<file path="src/pss_defines.vh">
// Purpose: Constants for the status summary register bank.
// Assumes: Command codes are byte wide, as carried by the serial bus engine.
// Notes: Included by the status bank design file only.
`ifndef PSS_DEFINES_VH
`define PSS_DEFINES_VH
`define PSS_CMD_SUMMARY_BYTE  8'h78
`define PSS_CMD_SUMMARY_WORD  8'h79
`define PSS_CMD_OUTPUT_STAT   8'h7A
`define PSS_CMD_OUT_CUR_STAT  8'h7B
`define PSS_BIT_BUSY          7
`define PSS_BIT_GATE_OFF      6
`define PSS_BIT_VIN_UV        3
`define PSS_BIT_TEMP          2
`define PSS_BIT_CML           1
`define PSS_BIT_OTHER         0
`define PSS_BIT_OUT_SUM       15
`define PSS_BIT_IOUT_SUM      14
`define PSS_BIT_INPUT_SUM     13
`define PSS_BIT_VENDOR_SUM    12
`define PSS_BIT_PG_LOW        11
`define PSS_BIT_UNKNOWN       8
`define PSS_BIT_OUT_UV_WARN   5
`define PSS_WORD_RESET        16'h0800
`define PSS_BYTE_RESET        8'h00
`endif

</file>
<file path="src/pss_latch_bit.v">
// Purpose: One sticky status flag.
// Assumes: Fault input is a level synchronous to sys_clk.
// Notes: Set beats clear so no fault is lost at a clear.
`timescale 1ns/1ps
module pss_latch_bit #(
    parameter RESET_VAL = 1'b0
) (
    input  wire sys_clk,
    input  wire reset_n,
    input  wire clk_en,
    input  wire fault_in,
    input  wire clear_req,
    output reg  flag_ff
);
    // Hold while the fault stands; drop only when gone and a clear arrives.
    always @(posedge sys_clk or negedge reset_n) begin
        if (!reset_n) begin
            flag_ff <= RESET_VAL;
        end else if (clk_en) begin
            if (fault_in) begin
                flag_ff <= 1'b1;
            end else if (clear_req) begin
                flag_ff <= 1'b0;
            end
        end
    end
endmodule // pss_latch_bit

</file>
<file path="src/pss_status_bank.v">
// Purpose: Status summary byte, word and output detail registers for a power switch.
// Assumes: A bus engine decodes commands and presents rd_cmd with a one-cycle rd_req.
// Assumes: Fault and detail inputs are levels synchronous to sys_clk.
// Notes: Read data answers one cycle after the request, as a registered word.
// Notes: Summary and output status flags are sticky; a flag drops only at a clear that finds its fault gone.
// Notes: Codes outside the four implemented ones answer zero and pulse rd_miss_ff.
//
// Behaviour
// - Read byte at 78h returns the critical fault summary byte.
// - Flags hold until fault is gone and the host clears faults; 7Bh bits are not latched and follow the live current lanes.
// - Byte: busy, gate off, two zeros, input UV, temp, CML, other.
// - Input undervoltage bit follows a detected input UV fault.
// - Read word at 79h returns the two-byte fault summary.
// - Word low byte is the same storage as the summary byte.
// - High byte: output, current, input, vendor summaries, power-good low, zeros.
// - Bit 0 and bit 8 flag events not covered elsewhere.
// - Read byte at 7Ah returns output status; bit 5 is UV warning.
// - Read byte at 7Bh returns output current status, summarized by bit 14.
`timescale 1ns/1ps
`include "pss_defines.vh"
module pss_status_bank (
    input  wire        sys_clk,
    input  wire        reset_n,
    input  wire        clk_en,
    input  wire        busy,
    input  wire        gate_drive_off,
    input  wire        input_undervolt_fault,
    input  wire [7:0]  temp_detail,
    input  wire [7:0]  cml_detail,
    input  wire        other_event,
    input  wire [7:0]  input_detail,
    input  wire [7:0]  vendor_detail,
    input  wire [7:0]  out_current_detail,
    input  wire        output_undervolt_warning,
    input  wire        power_good,
    input  wire        unknown_event,
    input  wire        clear_faults,
    input  wire        rd_req,
    input  wire [7:0]  rd_cmd,
    output reg  [15:0] rd_data_ff,
    output reg         rd_valid_ff,
    output reg         rd_miss_ff
);
    // Timing at a glance: a request taken at an enabled edge is answered by
    // rd_valid_ff and rd_data_ff just after that edge; valid and miss stand
    // for one cycle, the data until the next request. A fault seen at an
    // enabled edge shows in a read taken at the following edge. With clk_en
    // low every flop here keeps its value, so a frozen bank neither sets nor
    // clears a flag and answers no request.

    // Sixteen sticky cells form the summary word; the byte read is its low half.
    localparam NFLAGS = 16;
    // Width of one detail status register.
    localparam DWIDTH = 8;
    // Reset image of the word: only the power-good lane starts set, so the
    // supply reads as not yet good until a clear finds it good.
    localparam [NFLAGS-1:0] WORD_RESET = `PSS_WORD_RESET;

    // Read selects produced by the command decode below. The miss code sits
    // apart from the others so that a new code can be added without a clash.
    localparam [2:0] SEL_BYTE = 3'h0;
    localparam [2:0] SEL_WORD = 3'h1;
    localparam [2:0] SEL_OUT  = 3'h2;
    localparam [2:0] SEL_IOUT = 3'h3;
    localparam [2:0] SEL_NONE = 3'h7;

    // Command decode, shared by the data mux and the miss flag so that the
    // two can never disagree about which codes this bank implements.
    function [2:0] pss_cmd_sel;
        input [7:0] cmd;
        begin
            if (cmd == `PSS_CMD_SUMMARY_BYTE) begin
                pss_cmd_sel = SEL_BYTE;
            end else if (cmd == `PSS_CMD_SUMMARY_WORD) begin
                pss_cmd_sel = SEL_WORD;
            end else if (cmd == `PSS_CMD_OUTPUT_STAT) begin
                pss_cmd_sel = SEL_OUT;
            end else if (cmd == `PSS_CMD_OUT_CUR_STAT) begin
                pss_cmd_sel = SEL_IOUT;
            end else begin
                pss_cmd_sel = SEL_NONE;
            end
        end
    endfunction

    // Fault sources by word bit position, the latched flags, the output
    // and current detail lanes, and the sticky copy of the output lanes.
    wire [NFLAGS-1:0] fault_vec;
    wire [NFLAGS-1:0] flag_vec;
    wire [DWIDTH-1:0] out_detail;
    wire [DWIDTH-1:0] iout_detail;
    wire [DWIDTH-1:0] out_stat_vec;

    // Per-register summaries, kept as named nets so each word lane can be
    // matched to the detail register that it stands for.
    wire              temp_sum;
    wire              cml_sum;
    wire              out_sum;
    wire              iout_sum;
    wire              input_sum;
    wire              vendor_sum;

    // Output detail: only the UV warning lane is populated.
    assign out_detail  = {2'h0, output_undervolt_warning, 5'h00};
    // Current detail lanes come straight from the sensing logic.
    assign iout_detail = out_current_detail;

    // Each summary is the OR of its detail lanes, so one active lane is
    // enough. The OR is taken on the live lanes, so a summary sets in the
    // same cycle as the detail flag behind it.
    assign temp_sum   = |temp_detail;
    assign cml_sum    = |cml_detail;
    assign out_sum    = |out_detail;
    assign iout_sum   = |iout_detail;
    assign input_sum  = |input_detail;
    assign vendor_sum = |vendor_detail;

    // Low byte lanes: the critical fault summary. Lanes 5:4 are reserved and
    // tie low, so their cells never set and always read as zero.
    assign fault_vec[`PSS_BIT_BUSY]       = busy;
    assign fault_vec[`PSS_BIT_GATE_OFF]   = gate_drive_off;
    assign fault_vec[5:4]                 = 2'h0;
    assign fault_vec[`PSS_BIT_VIN_UV]     = input_undervolt_fault;
    assign fault_vec[`PSS_BIT_TEMP]       = temp_sum;
    assign fault_vec[`PSS_BIT_CML]        = cml_sum;
    assign fault_vec[`PSS_BIT_OTHER]      = other_event;

    // High byte lanes: detail summaries, power-good and the catch-all event.
    // Power-good is inverted here because the lane reports the low-active
    // state; lanes 10:9 are reserved and tie low.
    assign fault_vec[`PSS_BIT_OUT_SUM]    = out_sum;
    assign fault_vec[`PSS_BIT_IOUT_SUM]   = iout_sum;
    assign fault_vec[`PSS_BIT_INPUT_SUM]  = input_sum;
    assign fault_vec[`PSS_BIT_VENDOR_SUM] = vendor_sum;
    assign fault_vec[`PSS_BIT_PG_LOW]     = ~power_good;
    assign fault_vec[10:9]                = 2'h0;
    assign fault_vec[`PSS_BIT_UNKNOWN]    = unknown_event;

    // One sticky cell per word bit. A cell sets on its fault and drops only
    // at a clear that finds the fault gone; a clear that meets a standing
    // fault is lost for that cell, so the host must clear again. The
    // power-good cell takes its reset value from the word reset image.
    genvar gi;
    generate
        for (gi = 0; gi < NFLAGS; gi = gi + 1) begin : g_flag
            pss_latch_bit #(
                .RESET_VAL (WORD_RESET[gi])
            ) u_bit (
                .sys_clk   (sys_clk),
                .reset_n   (reset_n),
                .clk_en    (clk_en),
                .fault_in  (fault_vec[gi]),
                .clear_req (clear_faults),
                .flag_ff   (flag_vec[gi])
            );
        end
    endgenerate

    // Output status register: one sticky cell per lane so that a short
    // warning is still seen by a host that polls slowly. Reserved lanes are
    // fed a constant low and therefore always read as zero.
    genvar oi;
    generate
        for (oi = 0; oi < DWIDTH; oi = oi + 1) begin : g_out
            pss_latch_bit #(
                .RESET_VAL (1'b0)
            ) u_out_bit (
                .sys_clk   (sys_clk),
                .reset_n   (reset_n),
                .clk_en    (clk_en),
                .fault_in  (out_detail[oi]),
                .clear_req (clear_faults),
                .flag_ff   (out_stat_vec[oi])
            );
        end
    endgenerate

    // Read path nets; rd_sel is a plain decode, not a register.
    reg  [2:0]        rd_sel;
    reg  [15:0]       nxt_rd_data;
    wire              nxt_rd_miss;
    wire              nxt_rd_valid;

    // Read mux; the byte read and the word low byte share flag_vec[7:0], so
    // the two reads can never disagree. Unknown codes leave the data at zero.
    always @* begin
        rd_sel      = pss_cmd_sel(rd_cmd);
        nxt_rd_data = 16'h0000;
        if (rd_sel == SEL_BYTE) begin
            nxt_rd_data = {8'h00, flag_vec[7:0]};
        end else if (rd_sel == SEL_WORD) begin
            nxt_rd_data = flag_vec;
        end else if (rd_sel == SEL_OUT) begin
            nxt_rd_data = {8'h00, out_stat_vec};
        end else if (rd_sel == SEL_IOUT) begin
            nxt_rd_data = {8'h00, iout_detail};
        end
    end

    // The miss flag reuses the same decode as the mux, so a code that the
    // mux serves can never also be reported as a miss.
    assign nxt_rd_miss  = rd_req & (pss_cmd_sel(rd_cmd) == SEL_NONE);
    assign nxt_rd_valid = rd_req;

    // Registered answer. Data is only loaded on a request, so it stands
    // until the next one; valid and miss are rebuilt every enabled cycle
    // and so last exactly one.
    always @(posedge sys_clk or negedge reset_n) begin
        if (!reset_n) begin
            rd_data_ff  <= 16'h0000;
            rd_valid_ff <= 1'b0;
            rd_miss_ff  <= 1'b0;
        end else if (clk_en) begin
            rd_valid_ff <= nxt_rd_valid;
            rd_miss_ff  <= nxt_rd_miss;
            if (rd_req) begin
                rd_data_ff <= nxt_rd_data;
            end
        end
    end
endmodule // pss_status_bank

</file>
<file path="config.mk">
export PLATFORM = sky130hd
export DESIGN_NAME = pss_status_bank
export DESIGN_NICKNAME = d
export VERILOG_FILES = /design/src/pss_latch_bit.v /design/src/pss_status_bank.v
export VERILOG_INCLUDE_DIRS = /design/src
export SDC_FILE = /design/constraint.sdc
export NUM_CORES = 1
export LEC_CHECK = 0
export BUFFER_PORTS_ARGS = -buffer_cell sky130_fd_sc_hd__buf_2
export CORE_ASPECT_RATIO = 0.7
export CORE_MARGIN = 2
export CORE_UTILIZATION = 42
export CTS_CLUSTER_DIAMETER = 200
export DETAILED_ROUTE_END_ITERATION = 12
export GPL_ROUTABILITY_DRIVEN = 0
export PLACE_DENSITY = 0.86
export SETUP_SLACK_MARGIN = 0.2
export SKIP_LAST_GASP = 1
export SLEW_MARGIN = 20
export SYNTH_ARGS = -nofsm -noshare
export SYNTH_HDL_FRONTEND = slang
export SYNTH_SLANG_ARGS = --single-unit
export TNS_END_PERCENT = 100
</file>
<file path="constraint.sdc">
create_clock -name sys_clk -period 1.2 [get_ports sys_clk]
set_input_delay 0.3 -clock sys_clk [delete_from_list [all_inputs] [get_ports sys_clk]]
set_output_delay 0.3 -clock sys_clk [all_outputs]
set_load 0.05 [all_outputs]
</file>
# After elaboration in Yosys (flattened, before gate mapping)
# Index checks and enable logic that the tools add are counted.
classes:
  n_reduce_logical: 30
  n_eq_ne: 9
  muxes: 21
  n_bitwise: 1
ops:
  columns: ["cell", "count"]
  rows:
  - ["8-bit OR reduction", 5]
  - ["8-bit by 7-bit == test with 1-bit output (second input constant)", 4]
  - ["16-bit 2-to-1 mux", 2]
  - ["2-bit AND reduction", 13]
  - ["2-bit nonzero test", 11]
  - ["8-bit 2-to-1 mux", 2]
  - ["1-bit 2-to-1 mux", 13]
  - ["3-bit 2-to-1 mux", 4]
  - ["3-bit by 2-bit == test with 1-bit output (second input constant)", 2]
  - ["3-bit by 1-bit == test with 1-bit output (second input constant)", 1]
  - ["3-bit == test (second input constant)", 1]
  - ["3-bit logical NOT", 1]
  - ["2-bit by 1-bit inequality test with 1-bit output (second input constant)", 1]
  - ["1-bit AND", 1]
word_totals:
  elab_cells: 76
  in_bits: 60
  register_bits: 30
  output_inout_bits: 18

# Longest topological paths before layout
logic_depth:
  ltp_word: 10
  mapped_depth: 5
  ltp_nobuf: 3

# Hierarchy
# From an unflattened synthesis, not the netlist that was laid out.
unflattened:
  cells_unflattened: 179
  area_unflattened_um2: 1889.3
modules_own_cells:
  columns: ["mod", "n_inst", "cells_per_inst", "area_each_um2", "seq_area_each_um2"]
  rows:
  - ["pss_status_bank", 1, 107, 987.2, 450.4]
  - ["pss_latch_bit (g_flag[0].u_bit ...)", 23, 3, 37.5, 25.0]
  - ["pss_latch_bit (g_flag[11].u_bit)", 1, 3, 38.8, 26.3]

# Worst setup path before layout
# No wires, ideal clock.
synth_path:
  kind: "input to register"
  from: "input rd_cmd[7]"
  to: "register rd_miss_ff"
  n_path_buf: 0
  arrival_ps: 916
  cell_stages: 3
  path_slack_ps: 163
  required_time_ps: 1079
  setup_ps: 121
  path_cell_list: "and4b_2 nand3b_1 a22o_1"
synth_between:
  elab_chain_len: 7
  elab_cells_between_ends: 10
  classes_between: "5 x eq/ne; 4 x mux; 1 x bitwise"
synth_rtl:
  columns: ["element", "line", "rtl"]
  rows:
  - ["from (decl)", "pss_status_bank.v:39", "input wire [7:0] rd_cmd,"]
  - ["8-bit by 7-bit == test with 1-bit output (no source line)", null, null]
  - ["3-bit 2-to-1 mux", "pss_status_bank.v:78", "end else if (cmd == `PSS_CMD_OUT_CUR_STAT) begin"]
  - ["3-bit 2-to-1 mux", "pss_status_bank.v:76", "end else if (cmd == `PSS_CMD_OUTPUT_STAT) begin"]
  - ["3-bit 2-to-1 mux", "pss_status_bank.v:74", "end else if (cmd == `PSS_CMD_SUMMARY_WORD) begin"]
  - ["3-bit 2-to-1 mux (*)", "pss_status_bank.v:72", "if (cmd == `PSS_CMD_SUMMARY_BYTE) begin"]
  - ["3-bit == test (*)", "pss_status_bank.v:202", "assign nxt_rd_miss = rd_req & (pss_cmd_sel(rd_cmd) == SEL_NONE);"]
  - ["1-bit AND (*)", "pss_status_bank.v:202", null]
  - ["to (signal assigned)", "pss_status_bank.v:215", "rd_miss_ff <= nxt_rd_miss;"]
  - ["to (decl)", "pss_status_bank.v:42", "output reg rd_miss_ff"]
# Every way passes the cells marked *; elsewhere a longest branch is shown, timed or not.
# A chain may end at the register's enable or synchronous reset.

# Worst setup path after layout
layout_path:
  from: "register rd_miss_ff"
  to: "output rd_miss_ff"
# No word-level cell between the ends.

==> flow_summary_export.csv <==
group,metric,value,unit
global_route,grt_max_degree,29,
logic_synthesis,synthFlopType,"dfrtp_1",
logic_synthesis,syn_inst,125,
clock_tree,cts_buffers,3,
cells_and_area,n_antenna_cell,0,
floorplanning,io_pins,78,
floorplanning,core.rowCount,16,
cells_and_area,fillers,244,
power_and_ir_drop,leakagePower,0.982,nW
critical_path,crit_fanout,2,
logic_synthesis,synthArstFlopShare,100,%
critical_path,max_stage_delay,0.42,ns
global_route,overflow,0,
critical_path,cp_num_buf_inv,1,
power_and_ir_drop,power_density,1010,nW/um^2
sta,drv_slew,0,
critical_path,cp_top_family,"flip-flops",
outcome,status,"completed",
sta,period_needed,1.16,ns
logic_synthesis,yosys_warnings,0,
logic_synthesis,ys_seq_area_share,53.6,%
global_route,grt_pass1_vias,1195,
global_route,track_usage,19.5,%
logic_synthesis,syn_area,1310,sq um
floorplanning,core_area,2880,sq um
cells_and_area,layout_commonest_cell,"buf_2",
logic_synthesis,yosys-top-cells-area,"dfrtp_1 52%, nand2_1 6.9%, o21ai_1 5.4%, nor4_1 4.8%, a22o_2 4.6%",
critical_path,arrival,0.86,ns
clock_tree,clk_pin_slew,0.09,ns
clock_tree,htree_levels,1,
sta,fin_ws,0.0381,ns
place,dpl_worst_slack,-0.00107,ns
sta,whs,0.00866,ns
detailed_routing,dr_total_vias,1275,
critical_path,cp_slowest_cell,"dfrtp_1",
critical_path,worstSetupEndpointType,"output pin",
cells_and_area,drive_gt1_share,49.8,%
global_route,antenna_found_initial,0,
sta,final_hold_viol_count,0,
floorplanning,dieHeight,50.7,microns
power_and_ir_drop,max-vdd-ir-drop,714,uV
cells_and_area,mostFrequentLayoutCells,"59 x buf_2, 27 x dfrtp_1, 24 x nand2_1, 16 x buf_6",
logic_synthesis,synth_top_area_cell,"dfrtp_1",
detailed_routing,antenna_left,0,
sta,tns,0,ns
clock_tree,cts-root-buf,"clkbuf_8",
floorplanning,start_util,45.4,%
detailed_routing,drc_errors,0,
floorplanning,die_area,3590,sq um
min_path,hp-class,"input port to asynchronous set/reset pin",
critical_path,path_class,"flop to output pin",
critical_path,path_cells,"buf_6",
cells_and_area,postLayoutCoreUtil,66.7,%
logic_synthesis,synth_edf_count,0,
cells_and_area,area_growth,46.9,%
logic_synthesis,post-synth-top-area-fraction,51.6,%
sta,setup_viol,0,
global_route,grt_pass1_wl,5440,microns
detailed_routing,drt_iter0_drc,98,
clock_tree,cts.path.max_buffers,2,
logic_synthesis,synth_cell_types,27,
logic_synthesis,ys_ff_latch,28,
clock_tree,cts.sinks,28,
run,max_cap_violations,0,
detailed_routing,dr.pass1.iters,4,
clock_tree,tritoncts,"yes",
place,dp_hpwl,2630,microns
critical_path,worstPathRequired,0.90,ns
clock_tree,clk_latency,0.27,ns
cells_and_area,final_nets,272,
logic_synthesis,synth.avg_cell_area,10.5,sq um
floorplanning,fp.dieW,70.7,microns
critical_path,startpoint_type,"flop",
detailed_routing,wl_per_cell,13.9,microns
place,port_buffers,75,
sta,fmax,0.861,GHz
detailed_routing,via_per_inst,5.16,
sta,finClkSkew,0.00492,ns
sta,rsz0062_at_grt,"true",
sta,fin_crit_sh,96.8,%
detailed_routing,routed_wirelength,3430,microns
## path summary, 6_finish.rpt
path	start	slack, ns	endpoint	depth (start not counted)
worst max-delay path	rd_miss_ff	0.04	rd_miss_ff	1
worst min-delay path	reset_n	0.009	rd_valid_ff	2
worst max register to register	g_flag[15].u_bit.flag_ff	0.27	rd_data_ff[5]	3
worst min register to register	g_flag[13].u_bit.flag_ff	0.49	g_flag[13].u_bit.flag_ff	1
max in group asynchronous	reset_n	0.89	g_flag[11].u_bit.flag_ff	2
min in group sys_clk	power_good	0.17	g_flag[11].u_bit.flag_ff	2
## metrics by stage
stage / cell area (sq um) / total power [W] / instances
finish: 1920 / 0.00194 / 247
floorplan: 1310 / 0.00122 / 126
CTS: 1890 / 0.00194 / 243
global placement: 1700 / 0.00136 / 234
global route: 1920 / 0.00202 / 247
detailed placement: 1700 / 0.00137 / 234
## cell families after synthesis
logic type      Yosys count  share of synthesized area [%]
simple gates             47                           20.3
mux                       1                          0.860
buf+inv                   9                           5.64
other cells               1                          0.287
compound gates           39                           19.3
flops                    28                           53.6
## power breakdown
part	total, W	internal [W]	switching, W
combinational	0.000346	0.000166	0.000180
sequential	0.00102	0.000992	0.0000317
clock	0.000570	0.000294	0.000276
total	0.00194	0.00145	0.000488
## sequential cells by signal, indices dropped and copies added, names as in the netlist
name,flops
rd_miss_ff,1
g_flag.u_bit.flag_ff,12
rd_data_ff,14
rd_valid_ff,1
## metal layers
| metal | up-vias | part of all wire [%] | global-route usage (%) | wire length [microns] |
|---|---|---|---|---|
| met4 | 0 | 0.99 | 4.40 | 34 |
| li1 | 624 | - | - | - |
| met5 | - | 0 | 0 | 0 |
| met1 | 587 | 44 | 26.5 | 1500 |
| met3 | 4 | 7.5 | 4.82 | 258 |
| met2 | 60 | 48 | 31.8 | 1630 |
## area by class of cell
| type | count | area [sq um] | area share (%) |
|---|---|---|---|
| sequential | 28 | 702 | 36.5 |
| timing repair buffer | 89 | 581 | 30.2 |
| multi-input combinational | 89 | 537 | 27.9 |
| clock buffer | 4 | 55.1 | 2.86 |
| tap | 36 | 45.0 | 2.34 |
| inverter | 1 | 3.75 | 0.195 |
## cells in the mapped netlist, types with 2 or more instances
library cell,count
nand2_1,24
nor4_1,10
a21o_1,5
o21ai_1,14
a31oi_1,6
buf_4,3
buf_2,2
dfrtp_1,27
nor2b_1,6
a21oi_1,5
a22o_2,6
buf_6,2
## timing repair
item / CTS / global route
gates resized for setup: 32 / 0
setup endpoints to repair: 16 / 16
hold buffers: 0 / 0
setup buffers: 5 / 4
endpoints found under the hold margin: 0 / 0
No activity file was read; power rests on OpenSTA's default activity.
